`config.mk`:
```
export PLATFORM = sky130hd
export DESIGN_NAME = synth_control_registers
export DESIGN_NICKNAME = d
export VERILOG_FILES = /design/src/common/synth_ctrl_pkg.sv /design/src/rtl/synth_control_registers.sv /design/src/rtl/fast_lock_timer.sv
export SDC_FILE = /design/constraint.sdc
export NUM_CORES = 1
export LEC_CHECK = 0
export ABC_AREA = 1
export BUFFER_PORTS_ARGS = -buffer_cell sky130_fd_sc_hd__clkbuf_2
export CORE_MARGIN = 10
export CORE_UTILIZATION = 40
export DETAILED_ROUTE_END_ITERATION = 10
export HOLD_SLACK_MARGIN = 0.02
export PLACE_DENSITY = 0.63
export SLEW_MARGIN = 20
export SYNTH_ARGS = -nofsm -noshare
export SYNTH_HDL_FRONTEND = slang
export SYNTH_SLANG_ARGS = --single-unit
```
`constraint.sdc`:
```
create_clock -name core_clk -period 7.1 [get_ports core_clk]
set_clock_uncertainty 0.05 [all_clocks]
set_input_delay 0.71 -clock core_clk [delete_from_list [all_inputs] [get_ports core_clk]]
set_output_delay 0.71 -clock core_clk [all_outputs]
set_load 0.005 [all_outputs]
```
`src/common/synth_ctrl_pkg.sv`:
```
// Package for the synthesizer control register bank.
// Assumes a 20-bit data word plus a 4-bit address per serial write.
package synth_ctrl_pkg;

  // ==========================================================
  // Word layout and addresses
  localparam int DATA_BITS = 20;
  localparam int ADDR_BITS = 4;
  localparam int FRAME_BITS = DATA_BITS + ADDR_BITS;
  localparam logic [3:0] ADDR_DIVIDER = 4'h1;
  localparam logic [3:0] ADDR_PUMP = 4'h2;
  localparam logic [3:0] ADDR_REFPRE = 4'h3;
  localparam logic [3:0] ADDR_FUNCTION = 4'h4;
  localparam logic [3:0] ADDR_GENOUT = 4'h5;

  // ==========================================================
  // Field positions
  localparam int NORMAL_CUR_LSB = 0;
  localparam int FAST_CUR_LSB = 6;
  localparam int REF_DIV_LSB = 0;
  localparam int PRESCALE_LSB = 14;
  localparam int FAST_DUR_LSB = 0;
  localparam int LOCK_SEL_BIT = 13;
  localparam int POLARITY_BIT = 14;
  localparam int TRISTATE_BIT = 15;
  localparam int FAST_EN_BIT = 16;
  localparam int LOCK_CNT_LSB = 17;
  localparam int GEN_ONE_BIT = 0;
  localparam int GEN_TWO_BIT = 1;

  // ==========================================================
  // Reset values (contents are undefined on the part; zero here)
  localparam logic [19:0] WORD_RESET = 20'h00000;
  localparam logic [12:0] DUR_RESET = 13'h0000;

  // Pump current codes: 0..7 give (code+1) steps, 8 gives half a step
  localparam logic [3:0] CUR_HALF_CODE = 4'h8;
  localparam logic [3:0] CUR_MAX_LINEAR = 4'h7;

  // Prescaler moduli and lock thresholds
  localparam logic [6:0] PRESCALE_16 = 7'h10;
  localparam logic [6:0] PRESCALE_32 = 7'h20;
  localparam logic [6:0] PRESCALE_64 = 7'h40;
  localparam logic [5:0] LOCK_CNT_7 = 6'h07;
  localparam logic [5:0] LOCK_CNT_15 = 6'h0f;
  localparam logic [5:0] LOCK_CNT_31 = 6'h1f;
  localparam logic [5:0] LOCK_CNT_63 = 6'h3f;

  // Settings as applied to the analog side
  typedef struct packed {
    logic [3:0] activeCurCode;  // Code actually steering the pump
    logic [4:0] curHalfSteps;   // Current in half minimum steps
    logic pumpTristate;
    logic pumpPolarity;         // 0 positive, 1 negative
    logic lockDetectSelect;     // 0 digital, 1 analog
    logic [5:0] lockThreshold;
    logic [6:0] prescaleModulus;
    logic [13:0] refDivider;
    logic [18:0] dividerCount;  // B then A counts
    logic fastActive;
  } synth_settings_t;

  typedef enum logic [1:0] {FastIdle, FastRun, FastDone} fast_state_t;

endpackage

```
`src/rtl/synth_control_registers.sv`:
```
// Write-only control register bank of an integer-N synthesizer.
// Assumes the serial clock, data and latch enable are synchronous
// to core_clk and each last at least one core_clk cycle per level.
`timescale 1ns/100ps

// How it works
// - Normal pump current from bits 3..0.
// - Fast pump current from bits 9..6.
// - Codes 0-7 give code+1 steps; 8 half.
// - Prescaler codes 1,2,3 select 16,32,64.
// - Lock count codes map to 7,15,31,63.
// - Fast fields ignored unless enable set.
// - Tristate bit turns pump output off.
// - Polarity bit: 0 positive, 1 negative.
// - Lock detect source: 0 digital, 1 analog.
// - Fast current held duration times PD period.
// - Bit 1 drives second general output.
// - Bit 0 drives first general output.
// - Pump and reference words wait for divider write.
// - Function and output words apply at once.
module synth_control_registers #(
  parameter int DUR_BITS = 13
) (
  // Clock and reset
  input wire logic core_clk,
  input wire logic rst_n,
  // Three-wire serial link
  input wire logic serialClk,
  input wire logic serialData,
  input wire logic latch_enable,
  // Phase detector timing
  input wire logic pdTick,
  // Applied settings
  output synth_ctrl_pkg::synth_settings_t settings,
  output logic general_output_one,
  output logic general_output_two
);

  // ==========================================================
  // Reset release
  logic rstMeta_reg;
  logic rstSync_n;
  always_ff @(posedge core_clk or negedge rst_n) begin
    if (!rst_n) begin
      rstMeta_reg <= 1'b0;
      rstSync_n <= 1'b0;
    end else begin
      rstMeta_reg <= 1'b1;
      rstSync_n <= rstMeta_reg;
    end
  end

  // ==========================================================
  // Serial shifter
  logic [synth_ctrl_pkg::FRAME_BITS-1:0] shift_reg;
  logic sclkPrev_reg;
  logic lePrev_reg;
  logic sclkRise;
  logic leRise;
  assign sclkRise = serialClk && !sclkPrev_reg;
  assign leRise = latch_enable && !lePrev_reg;

  // Edge history of the link pins
  always_ff @(posedge core_clk or negedge rstSync_n) begin
    if (!rstSync_n) begin
      sclkPrev_reg <= 1'b0;
      lePrev_reg <= 1'b0;
    end else begin
      sclkPrev_reg <= serialClk;
      lePrev_reg <= latch_enable;
    end
  end

  // Shift MSB first; the last four bits are the address
  always_ff @(posedge core_clk or negedge rstSync_n) begin
    if (!rstSync_n) begin
      shift_reg <= '0;
    end else if (sclkRise) begin
      shift_reg <= {shift_reg[synth_ctrl_pkg::FRAME_BITS-2:0], serialData};
    end
  end

  logic [3:0] frameAddr;
  logic [19:0] frameData;
  assign frameAddr = shift_reg[3:0];
  assign frameData = shift_reg[synth_ctrl_pkg::FRAME_BITS-1:4];

  // ==========================================================
  // Staged words and write pulses
  logic [19:0] pumpBuf_reg;
  logic [19:0] refBuf_reg;
  logic [19:0] pumpLive_reg;
  logic [19:0] refLive_reg;
  logic [19:0] func_reg;
  logic [18:0] divLive_reg;
  logic commit_reg;

  // Buffered words; only a divider write moves them to the live copy
  always_ff @(posedge core_clk or negedge rstSync_n) begin
    if (!rstSync_n) begin
      pumpBuf_reg <= synth_ctrl_pkg::WORD_RESET;
      refBuf_reg <= synth_ctrl_pkg::WORD_RESET;
      pumpLive_reg <= synth_ctrl_pkg::WORD_RESET;
      refLive_reg <= synth_ctrl_pkg::WORD_RESET;
      divLive_reg <= '0;
      commit_reg <= 1'b0;
    end else begin
      commit_reg <= 1'b0;
      if (leRise) begin
        case (frameAddr)
          synth_ctrl_pkg::ADDR_PUMP: pumpBuf_reg <= frameData;
          synth_ctrl_pkg::ADDR_REFPRE: refBuf_reg <= frameData;
          synth_ctrl_pkg::ADDR_DIVIDER: begin
            pumpLive_reg <= pumpBuf_reg;
            refLive_reg <= refBuf_reg;
            divLive_reg <= frameData[18:0];
            commit_reg <= 1'b1;
          end
          default: ;
        endcase
      end
    end
  end

  // Immediate words: function and general outputs
  always_ff @(posedge core_clk or negedge rstSync_n) begin
    if (!rstSync_n) begin
      func_reg <= synth_ctrl_pkg::WORD_RESET;
      general_output_one <= 1'b0;
      general_output_two <= 1'b0;
    end else if (leRise) begin
      if (frameAddr == synth_ctrl_pkg::ADDR_FUNCTION) begin
        func_reg <= frameData;
      end
      if (frameAddr == synth_ctrl_pkg::ADDR_GENOUT) begin
        general_output_one <= frameData[synth_ctrl_pkg::GEN_ONE_BIT];
        general_output_two <= frameData[synth_ctrl_pkg::GEN_TWO_BIT];
      end
    end
  end

  // ==========================================================
  // Fields
  logic [3:0] normal_pump_current;
  logic [3:0] fast_pump_current;
  logic [1:0] prescaleCode;
  logic [1:0] lock_count_select;
  logic fast_lock_enable;
  logic [DUR_BITS-1:0] fastDuration;
  assign normal_pump_current = pumpLive_reg[synth_ctrl_pkg::NORMAL_CUR_LSB +: 4];
  assign fast_pump_current = pumpLive_reg[synth_ctrl_pkg::FAST_CUR_LSB +: 4];
  assign prescaleCode = refLive_reg[synth_ctrl_pkg::PRESCALE_LSB +: 2];
  assign lock_count_select = func_reg[synth_ctrl_pkg::LOCK_CNT_LSB +: 2];
  assign fast_lock_enable = func_reg[synth_ctrl_pkg::FAST_EN_BIT];
  assign fastDuration = func_reg[synth_ctrl_pkg::FAST_DUR_LSB +: DUR_BITS];

  // ==========================================================
  // Fast lockup timer
  logic fastActive;
  fast_lock_timer #(
    .DUR_BITS(DUR_BITS)
  ) timer (
    .core_clk(core_clk),
    .rstSync_n(rstSync_n),
    .start(commit_reg),
    .enable(fast_lock_enable),
    .pdTick(pdTick),
    .duration(fastDuration),
    .active(fastActive)
  );

  // ==========================================================
  // Decoded settings, registered to the outputs
  synth_ctrl_pkg::synth_settings_t settingsNext;
  logic [3:0] activeCode;
  always_comb begin
    activeCode = (fast_lock_enable && fastActive) ? fast_pump_current
                                                  : normal_pump_current;
    settingsNext = '0;
    settingsNext.activeCurCode = activeCode;
    // Half steps keep code 8 exact as one half step
    if (activeCode == synth_ctrl_pkg::CUR_HALF_CODE) begin
      settingsNext.curHalfSteps = 5'h01;
    end else if (activeCode <= synth_ctrl_pkg::CUR_MAX_LINEAR) begin
      // Widened first so code 7 gives 16 half steps, not a wrapped 0
      settingsNext.curHalfSteps = {1'b0, activeCode[2:0], 1'b0} + 5'h02;
    end else begin
      settingsNext.curHalfSteps = 5'h00;  // Undefined codes give no current
    end
    settingsNext.pumpTristate = func_reg[synth_ctrl_pkg::TRISTATE_BIT];
    settingsNext.pumpPolarity = func_reg[synth_ctrl_pkg::POLARITY_BIT];
    settingsNext.lockDetectSelect = func_reg[synth_ctrl_pkg::LOCK_SEL_BIT];
    case (lock_count_select)
      2'h0: settingsNext.lockThreshold = synth_ctrl_pkg::LOCK_CNT_7;
      2'h1: settingsNext.lockThreshold = synth_ctrl_pkg::LOCK_CNT_15;
      2'h2: settingsNext.lockThreshold = synth_ctrl_pkg::LOCK_CNT_31;
      default: settingsNext.lockThreshold = synth_ctrl_pkg::LOCK_CNT_63;
    endcase
    // Code 00 is forbidden to the host; it yields modulus zero
    case (prescaleCode)
      2'h1: settingsNext.prescaleModulus = synth_ctrl_pkg::PRESCALE_16;
      2'h2: settingsNext.prescaleModulus = synth_ctrl_pkg::PRESCALE_32;
      2'h3: settingsNext.prescaleModulus = synth_ctrl_pkg::PRESCALE_64;
      default: settingsNext.prescaleModulus = 7'h00;
    endcase
    // Range 4..16383 is the host's duty; passed through unchecked
    settingsNext.refDivider = refLive_reg[synth_ctrl_pkg::REF_DIV_LSB +: 14];
    settingsNext.dividerCount = divLive_reg;
    settingsNext.fastActive = fast_lock_enable && fastActive;
  end

  // Output register
  always_ff @(posedge core_clk or negedge rstSync_n) begin
    if (!rstSync_n) begin
      settings <= '0;
    end else begin
      settings <= settingsNext;
    end
  end

endmodule

```
`src/rtl/fast_lock_timer.sv`:
```
// Counts phase detector ticks during fast lockup.
// Assumes pdTick is a one-cycle pulse per phase detector period.
`timescale 1ns/100ps
module fast_lock_timer #(
  parameter int DUR_BITS = 13
) (
  // Clock and reset
  input wire logic core_clk,
  input wire logic rstSync_n,
  // Control
  input wire logic start,
  input wire logic enable,
  input wire logic pdTick,
  input wire logic [DUR_BITS-1:0] duration,
  // Status
  output logic active
);

  synth_ctrl_pkg::fast_state_t state_reg;
  logic [DUR_BITS-1:0] count_reg;

  // ==========================================================
  // Timer state; restart wins over expiry
  always_ff @(posedge core_clk or negedge rstSync_n) begin
    if (!rstSync_n) begin
      state_reg <= synth_ctrl_pkg::FastIdle;
      count_reg <= synth_ctrl_pkg::DUR_RESET;
    end else if (start && enable) begin
      state_reg <= synth_ctrl_pkg::FastRun;
      count_reg <= duration;
    end else if (!enable) begin
      state_reg <= synth_ctrl_pkg::FastIdle;
    end else begin
      case (state_reg)
        synth_ctrl_pkg::FastRun: begin
          // Count down per phase detector cycle, off at zero
          if (pdTick) begin
            if (count_reg <= DUR_BITS'(1)) begin
              state_reg <= synth_ctrl_pkg::FastDone;
            end
            count_reg <= count_reg - DUR_BITS'(1);
          end
        end
        synth_ctrl_pkg::FastIdle: state_reg <= synth_ctrl_pkg::FastIdle;
        synth_ctrl_pkg::FastDone: state_reg <= synth_ctrl_pkg::FastDone;
        default: state_reg <= synth_ctrl_pkg::FastIdle;
      endcase
    end
  end

  assign active = (state_reg == synth_ctrl_pkg::FastRun);

endmodule

```
# Word level (Yosys, flattened, before mapping)
# Cells that the tools add are included.
dict set report word_totals {
  ff_bits 194
  inputBits 6
  output_inout_bits 61
  elab_cells 78
}
dict set report op_classes {
  addsub 2
  magnitude_cmp 2
  eq_ne 15
  mux 16
  n_reduce_logical 17
}
# op n
set ops {}
lappend ops {{$mux 13} 4}
lappend ops {{$pmux 7 s3} 1}
lappend ops {{$pmux 6 s3} 1}
lappend ops {{$le 13x1->1 const B} 1}
lappend ops {{$sub 13x1->13 const B} 1}
lappend ops {{$reduce_and 2->1} 6}
lappend ops {{$mux 5} 2}
lappend ops {{$eq 2x2->1 const B} 4}
lappend ops {{$eq 4x2->1 const B} 2}
lappend ops {{$eq 4x3->1 const B} 2}
lappend ops {{$mux 2} 4}
lappend ops {{$eq 2x1->1 const B} 3}
lappend ops {{$reduce_bool 2->1} 3}
lappend ops {{$add 4x2->5 const B} 1}
lappend ops {{$eq 4x1->1 const B} 1}
lappend ops {{$eq 4x4->1 const B} 1}
lappend ops {{$le 4x3->1 const B} 1}
lappend ops {{$logic_and 1x1->1} 4}
lappend ops {{$mux 4} 1}
lappend ops {{$ne 4x2->1 const B} 1}
lappend ops {{$ne 4x3->1 const B} 1}
lappend ops {{$pmux 2 s2} 1}
lappend ops {{$reduce_and 3->1} 1}
lappend ops {{$logic_not 1->1} 2}
lappend ops {{other kinds (2)} 3}

# Longest topological paths before layout
# Gate-level depths: netlist of the first run.
dict set report depth {
  ltp_word 6
  mapped_depth 11
}

# By module
# A second synthesis of the first run with hierarchy kept.
dict set report unflattened {
  cells_unflattened 750
  hier_area_um2 7109.3
}
# mod instances cells_each area_each_um2 seq_area_each_um2
set by_module_without_submodules {}
lappend by_module_without_submodules {synth_control_registers 1 590 6052.1 4229.1}
lappend by_module_without_submodules {fast_lock_timer 1 160 1057.3 375.4}

# Worst setup path before layout of the first run
# Ideal clock, no wire load.
dict set report synth_path {
  path_type {register to register}
  startpoint {register timer.state_reg[0]}
  endpoint {register settings[53] (netlist name)}
  setup_time_ps 122
  arrival_ps 1532
  t_required_ps 6928
  path_slack_ps 5395
  path_stages_with_launch 10
  n_path_buf 0
  period_less_slack_ps 1705
  path_cell_list {dfrtp_1 > ha_1 > nand2_2 > inv_2 > or2_1 > o21ai_0 > inv_1 > ha_1 > xnor2_1 > nor2_1}
}
# element line_no
set synth_lines {}
lappend synth_lines {{start: declaration} fast_lock_timer.sv:19} ;# synth_ctrl_pkg::fast_state_t state_reg;
lappend synth_lines {{start signal: assignment} fast_lock_timer.sv:26} ;# state_reg <= synth_ctrl_pkg::FastIdle;
lappend synth_lines {{start signal: assignment} fast_lock_timer.sv:29} ;# state_reg <= synth_ctrl_pkg::FastRun;
lappend synth_lines {{start signal: assignment} fast_lock_timer.sv:32} ;# state_reg <= synth_ctrl_pkg::FastIdle;
lappend synth_lines {{end signal: assignment} synth_control_registers.sv:217} ;# settings <= settingsNext;
lappend synth_lines {{end: declaration} synth_control_registers.sv:34} ;# output synth_ctrl_pkg::synth_settings_t settings,

# Worst setup path in the final report of the first run
dict set report layout_path {
  startpoint {register lePrev_reg}
  endpoint {register refLive_reg[15]}
}
dict set report layout_between {
  elab_chain_len 3
}
# element line_no
set layout_lines {}
lappend layout_lines {{start: declaration} synth_control_registers.sv:57} ;# logic lePrev_reg;
lappend layout_lines {{start signal: assignment} synth_control_registers.sv:70} ;# lePrev_reg <= latch_enable;
lappend layout_lines {{$logic_not 1->1} synth_control_registers.sv:61} ;# assign leRise = latch_enable && !lePrev_reg;
lappend layout_lines {{$logic_and 1x1->1} synth_control_registers.sv:61}
lappend layout_lines {{$reduce_and 2->1 (no line)} n/a}
lappend layout_lines {{end signal: assignment} synth_control_registers.sv:104} ;# refLive_reg <= synth_ctrl_pkg::WORD_RESET;
lappend layout_lines {{end signal: assignment} synth_control_registers.sv:115} ;# refLive_reg <= refBuf_reg;
lappend layout_lines {{end: declaration} synth_control_registers.sv:93} ;# logic [19:0] refLive_reg;
# Every way passes these cells.
# A chain may end at the register's enable or synchronous reset.

==> impl_results.md, run 1 <==
- Run status: finished clean
- PnR Total Power: 0.00254 W
- Max reg flops: between 50 and 60
- Critical Path, Cell by Cell: nor3_4, nand3_2, buf_4, inv_2, nand2_1, o21ai_0
- CTS tree: yes
- Worst-Margin Slew: 0.968 ns
- Tmin final: between 2 and 2.5 ns
- Max Slew Vio Count: 0
- CTS clk-pin slew, worst paths: approximately 0.070 ns
- First-pass GRT wire length: about 23000 um
- Dpl cells: just over 900
- Worst path slowest cell: nand3_2
- Setup TNS: 0 ns
- Synth Area in XOR/XNOR: 0.00388
- DR iter-0 viols: approximately 350
- Drt pass-1 iters: 5
- YS warnings: 0
- Routed wire length: approximately 14000 um
- Htree depth: 4
- Dominant cell type by area after synthesis: dfrtp_1
- Post-layout util: 0.478
- CP Launch Type: register
- Initial core utilization: 0.409
- Ys async rst share: 1.00
- Largest family of logic cells by synthesized area: simple AND/OR/NAND/NOR gates
- Leak: about 4 nW
- Buffers on Ports: 62
- RSZ-0062 raised after global routing: false
- Synth Instances: between 600 and 700
- WS Path Type: register to register
- Hold WC Path Type: register to register
- Fin cells: 968
- Critical path arrival: ~2.6 ns
- Max-cap violations: 0
- Final period utilization: 0.318
- Post-CTS Resized: 0
- Max VDD drop: a little under 0.0002 V
- Die Footprint: ~23000 um2
- Netlist cell types: 32
- Grt total ovfl: 0
- Clock latency on the worst-skew pair: approximately 0.43 ns
- Longest Clk Path Bufs: 2
- Crit-path max cell delay: 0.44 ns
- Final setup violation count: 0
- Root Buffer: clkbuf_16
- EDFF count, synth: 0
- Synth Area per Inst: approximately 10 um2
- Worst path bufs/invs: 2
- Vias/cell: around 4.6
- Die Y: between 150 and 200 um
- Final Hold Fails: 0
- Core Region: about 17000 um2
- Routability congestion estimate: between 0.8 and 0.9
- Top cells by area, synth: dfrtp_1 68%, nand2_1 13%, o21ai_0 4.9%, inv_1 2.9%, o21ai_1 2.3%
- F_max: 443 MHz
- Area Growth Syn to Fin: 16.9%
- Cell area after synthesis: approximately 6800 um2
- Row cnt: between 40 and 50
- Initial antenna violation count: 0
- Setup repair bufs after CTS: 0
- Remaining antenna violation count: 0
- CP max FO: 35
- DP HPWL: approximately 9000 um
- Hold_buf cts: 1
- DRC Markers: 0
- CTS Sinks: 184
- Family with the most delay on the worst path: buffers and inverters
- Crit. End Element: register
- Nets: 746
- Post-synth top flop: dfrtp_1
- Ports: between 60 and 70
- Seq cells post-synth: around 180
- Hold WS: 0.303 ns
- WL/cell: roughly 14 um
- Mux share of post-synthesis cell area: 0
- Cell area power density: 321 nW/um2
- Compound-Gate Fraction of Synth Area: 0.0796
- Sequential share of the synthesized area: 0.679
- Die width: roughly 150 um
- Fraction of layout instances using a drive strength above 1: 0.148
- GR Util All Layers: 0.129
- Max-slew headroom: 0.355
- Vias in the first global route: roughly 4500
- Inserted Diodes: 0
- Synth Area in Simple Gates: 0.170
- Adder-Cell Fraction of Synth Area: 0.00923
- Num CTS Buffers: 17
- Critical Path RT: about 7.4 ns
- Post-synth top area share: 0.679
- Largest net degree at the start of global routing: roughly 180
- Total number of vias: around 4500
-- cells in the mapped netlist (all sizes together) (3+ instances only) --
cell / n
nor2: 27
a21oi: 3
ha: 5
nand3: 19
o21ai: 97
nand4: 3
nand2: 234
clkbuf: 12
o211ai: 3
inv: 57
dfrtp: 184
buf: 16
-- stage by stage --
| stage | worst slack, ns | cell area (um2) |
|---|---|---|
| after floorplan | 1.54 | 6790 |
| after detailed placement | 4.43 | 7260 |
| after CTS | 4.83 | 7910 |
| after global placement | 4.45 | 7260 |
| final | 4.84 | 7920 |
| after global routing | 4.62 | 7920 |
-- per-layer routing --
metal,vias up,global-route usage,share of wire
li1,2226,-,-
met1,2128,0.175,0.47
met2,105,0.192,0.46
met3,15,0.0441,0.061
met4,0,0.0394,0.010
met5,-,0,0
-- report_power, final --
part	internal [W]	switching, W
registers	0.00120	0.0000788
logic	0.0000917	0.000159
clock network	0.000597	0.000417
-- final timing paths --
path | from | cells past startpoint | endpoint | slack, ns
max | lePrev_reg | 6 | refLive_reg[15] | 4.84
min | rstMeta_reg | 0 | rstSync_n | 0.30
max reg2reg | lePrev_reg | 6 | refLive_reg[15] | 4.84
min reg2reg | rstMeta_reg | 0 | rstSync_n | 0.30
max in group asynchronous | rstSync_n | 1 | settings[0] | 5.86
min in group asynchronous | rstSync_n | 1 | shift_reg[22] | 0.42
-- layout by cell type, fill, tap and decap left out, types with 2 or more instances in the layout --
cell type   instances
nand3_2             2
nand2_2             2
nand3_1            17
nand4_1             2
inv_1              53
conb_1              6
buf_4               3
inv_2               4
xor2_1              2
a21oi_1             3
bufinv_16           4
o21ai_1            31
o211ai_1            3
dfrtp_1           183
clkinv_4            4
clkinvlp_4          4
nand2_1           232
clkbuf_16          17
clkbuf_2           62
nor2_1             26
o21ai_0            66
ha_1                5
-- area by class of cell --
type                    count  area, um2
clock buffers              17        425
clock inverters            15        221
fillers                  1591       8660
inverters                  58        218
multi-input cells         407       1810
flip-flops and latches    184       4610
well taps                 220        275
repair buffers             67        363
-- kinds of logic (layout without fill, tap and decap cells) --
logic type | after synthesis | count (layout)
AND/OR/NAND/NOR | 288 | 288
flip-flops | 184 | 184
AO/OA/AOI/OAI | 105 | 105
buffers and inverters | 86 | 157
adder cells (fa/ha/maj) | 5 | 5
XOR/XNOR | 3 | 3
other | 2 | 6
(Power assumes the default switching activity.)
==> inputs of run 2 (changes only) <==
--- a/config.mk
+++ b/config.mk
@@ -11,7 +11,7 @@
 export CORE_UTILIZATION = 40
 export DETAILED_ROUTE_END_ITERATION = 10
 export HOLD_SLACK_MARGIN = 0.02
-export PLACE_DENSITY = 0.63
+export PLACE_DENSITY = 0.65
 export SLEW_MARGIN = 20
 export SYNTH_ARGS = -nofsm -noshare
 export SYNTH_HDL_FRONTEND = slang
==> constraint.sdc (replaced) <==
create_clock -name core_clk -period 1.9 [get_ports core_clk]
set_clock_uncertainty 0.05 [all_clocks]
set_input_delay 0.19 -clock core_clk [delete_from_list [all_inputs] [get_ports core_clk]]
set_output_delay 0.19 -clock core_clk [all_outputs]
set_load 0.005 [all_outputs]
==> run 2 against run 1 <==
Hold slack worse by 0.18 ns. Core utilization up 0.63 points. Die area unchanged. Sequential power rose to 3.7 times the previous value. Sequential share of layout area down 0.75 points. Setup slack worse by 4.6 ns. Global-route usage down 0.33 points. Via count unchanged. First-iteration DRC count down 3.4%. Critical endpoint is now settings[53]. Clock-buffer cell count up 1.
==> impl_results.md, run 2 (synthesis gave the netlist of run 1 again) <==
- Die Y: 150 um (unchanged)
- Max-slew headroom: 0.580 (+0.225)
- Cell-internal power: 0.00696 W (+270%)
- Metal2 WL: 6020 um (-4.1%)
- Worst-Margin Slew: 0.630 ns (-0.338 ns)
- Core Region: 16600 um2 (unchanged)
- Max VDD drop: 0.000632 V (+230%)
- DR iter-0 viols: 339 (-3.4%)
- Inserted Diodes: 0 (unchanged)
- Post-layout util: 0.484 (+0.00626)
- Switching share of total power: 0.251 (-0.00687)
- Leak: 4.08 nW (+1.7%)
- WL met3: 758 um (-10%)
- Max-cap violations: 0 (unchanged)
- Nets: 760 (+1.9%)
- CTS tree: yes
- Fill count: 1546 (-2.8%)
- GR Util All Layers: 0.126 (-0.00328)
- Initial antenna violation count: 0 (unchanged)
- Final setup violation count: 0 (unchanged)
- HP Start: pdTick
- Largest net degree at the start of global routing: 61 (-67%)
- DRC Markers: 0 (unchanged)
- Hold WC Path Type: primary input to register
- Clock latency on the worst-skew pair: 0.42 ns (about the same)
- CTS clk-pin slew, worst paths: 0.06 ns (about the same)
- Initial core utilization: 0.409 (unchanged)
- Critical path arrival: 1.96 ns (-0.59 ns)
- Top routing layer in use: met4
- Worst reg2reg path depth: 9 (+3)
- Fin cells: 982 (+1.4%)
- WS Path Type: register to register
- Wire length on met1: 6310 um (-2.9%)
- Tmin final: 1.71 ns (-0.551 ns)
- R2r endpoint: settings[53]
- CP max FO: 5 (-86%)
- Grt total ovfl: 0 (unchanged)
- Die width: 150 um (unchanged)
- Critical Path RT: 2.16 ns (-5.24 ns)
- Row cnt: 47 (unchanged)
- Clk pwr share: 0.388 (-0.011)
- Final period utilization: 0.898 (+0.580)
- Area after DPL: 7360 um2 (+1.4%)
- Fraction of layout instances using a drive strength above 1: 0.160 (+0.0117)
- Crit. End Element: register
- Num CTS Buffers: 17 (unchanged)
- Routability congestion estimate: 0.792 (-3.4%)
- Setup repair bufs after CTS: 0 (unchanged)
- Area Growth Syn to Fin: 18.4%
- CTS Sinks: 184 (unchanged)
- Vias in the first global route: 4498 (+0.69%)
- Total number of vias: 4474 (unchanged)
- Htree depth: 4 (unchanged)
- Die Footprint: 22500 um2 (unchanged)
- Routed wire length: 13200 um (-3.7%)
- CP Launch Type: register
- RSZ-0062 raised after global routing: false
- Max reg flops: 53 (unchanged)
- Fin area: 8020 um2 (+1.3%)
- R2R Setup Slk: 0.19 ns (-4.65 ns)
- Net Switching: 0.00233 W (+260%)
- Final Hold Fails: 0 (unchanged)
- Vias/cell: 4.56 (-1.4%)
- Max Slew Vio Count: 0 (unchanged)
- Longest Clk Path Bufs: 2 (unchanged)
- Sequential Power Share: 0.512 (+0.010)
- Worst R2R Start: timer.state_reg[0]
- Drt pass-1 iters: 5 (unchanged)
- Remaining antenna violation count: 0 (unchanged)
- Dpl cells: 945 (+1.1%)
- Logic pwr share: 0.100 (about the same)
- Worst hold endpoint: timer.count_reg[4]
- Commonest non-fill, non-tap cell in the layout: nand2_1
- Most frequent cells in the layout: 232 x nand2_1, 183 x dfrtp_1, 65 x o21ai_0
- Root Buffer: clkbuf_16
- DP HPWL: 9020 um (+2.1%)
- Run status: finished clean
- Buffers on Ports: 62 (unchanged)
- Ports: 67 (unchanged)
- F_max: 586 MHz (+32%)
- Cell area power density: 1160 nW/um2 (+260%)
- Hold path depth: 4 (+4)
- WL/cell: 13.5 um (-5.1%)
- First-pass GRT wire length: 22600 um (-2.0%)
==> run 2: cell types whose count changed in the layout (fill, tap and decap cells not counted), moves of 2 or more <==
cell	previous run	this run
dlygate4sd3_1	1	5
clkinv_2	0	4
buf_12	1	3
inv_6	1	4
clkinv_4	4	1
buf_4	3	11
==> run 2: final cells by class <==
class	count	area, um2	share of cell area
timing repair buffer	81	503	0.0627
clock inverter	14	169	0.0211
tap	220	275	0.0343
inverter	58	221	0.0276
clock buffer	18	439	0.0547
multi-input combinational	407	1810	0.225
sequential	184	4610	0.574
==> run 2: what timing repair did <==
item                                    CTS  global route
endpoints found under the setup margin    0             2
hold buffers                              5             0
endpoints found under the hold margin     5             0
gates resized for setup                   0             3
==> run 2: metal layers <==
metal,up-vias,GRT usage
li1,2263,-
met1,2118,0.168
met2,80,0.189
met3,13,0.0411
met4,0,0.0442
met5,-,0
==> run 2: how the worst max path moves through the flow <==
stage | endpoint | start | slack, ns | depth (start not counted)
4_1_cts | settings[53] | timer.state_reg[0] | 0.10 | 9
6_report | settings[53] | timer.state_reg[0] | 0.19 | 9
2_1_floorplan | commit_reg | rstSync_n | -0.04 | 0
3_3_place_gp | settings[53] | timer.state_reg[0] | 0.15 | 9
5_1_grt | settings[53] | timer.state_reg[0] | 0.05 | 9
3_5_place_dp | settings[53] | timer.state_reg[0] | 0.11 | 9
==> run 2: power groups by stage <==
stage	clock network [W]	registers (W)	logic, W
detailed placement	0	0.00483	0.000955
finish	0.00360	0.00475	0.000932
global route	0.00386	0.00483	0.00111
CTS	0.00369	0.00476	0.000970
global placement	0	0.00481	0.000934
floorplan	0	0.00483	0.000487
==> run 2: critical path: stages (launching register included) <==
cell	delay, ns
dfrtp_1	0.38
ha_1	0.21
nand2_2	0.11
inv_2	0.06
or2_1	0.21
o21ai_2	0.08
inv_1	0.09
ha_1	0.21
xnor2_1	0.14
nor2_1	0.05
==> run 2: per-stage QoR <==
step | power (W) | worst slack, ns | TNS (ns) | hold WS, ns
after CTS | 0.00942 | 0.105 | 0 | 0.0837
after floorplan | 0.00532 | -0.0400 | -7.27 | -0.156
after global placement | 0.00575 | 0.151 | 0 | -0.0744
after detailed placement | 0.00578 | 0.113 | 0 | -0.0707
final | 0.00928 | 0.195 | 0 | 0.121
after global routing | 0.00979 | 0.0478 | 0 | 0.163
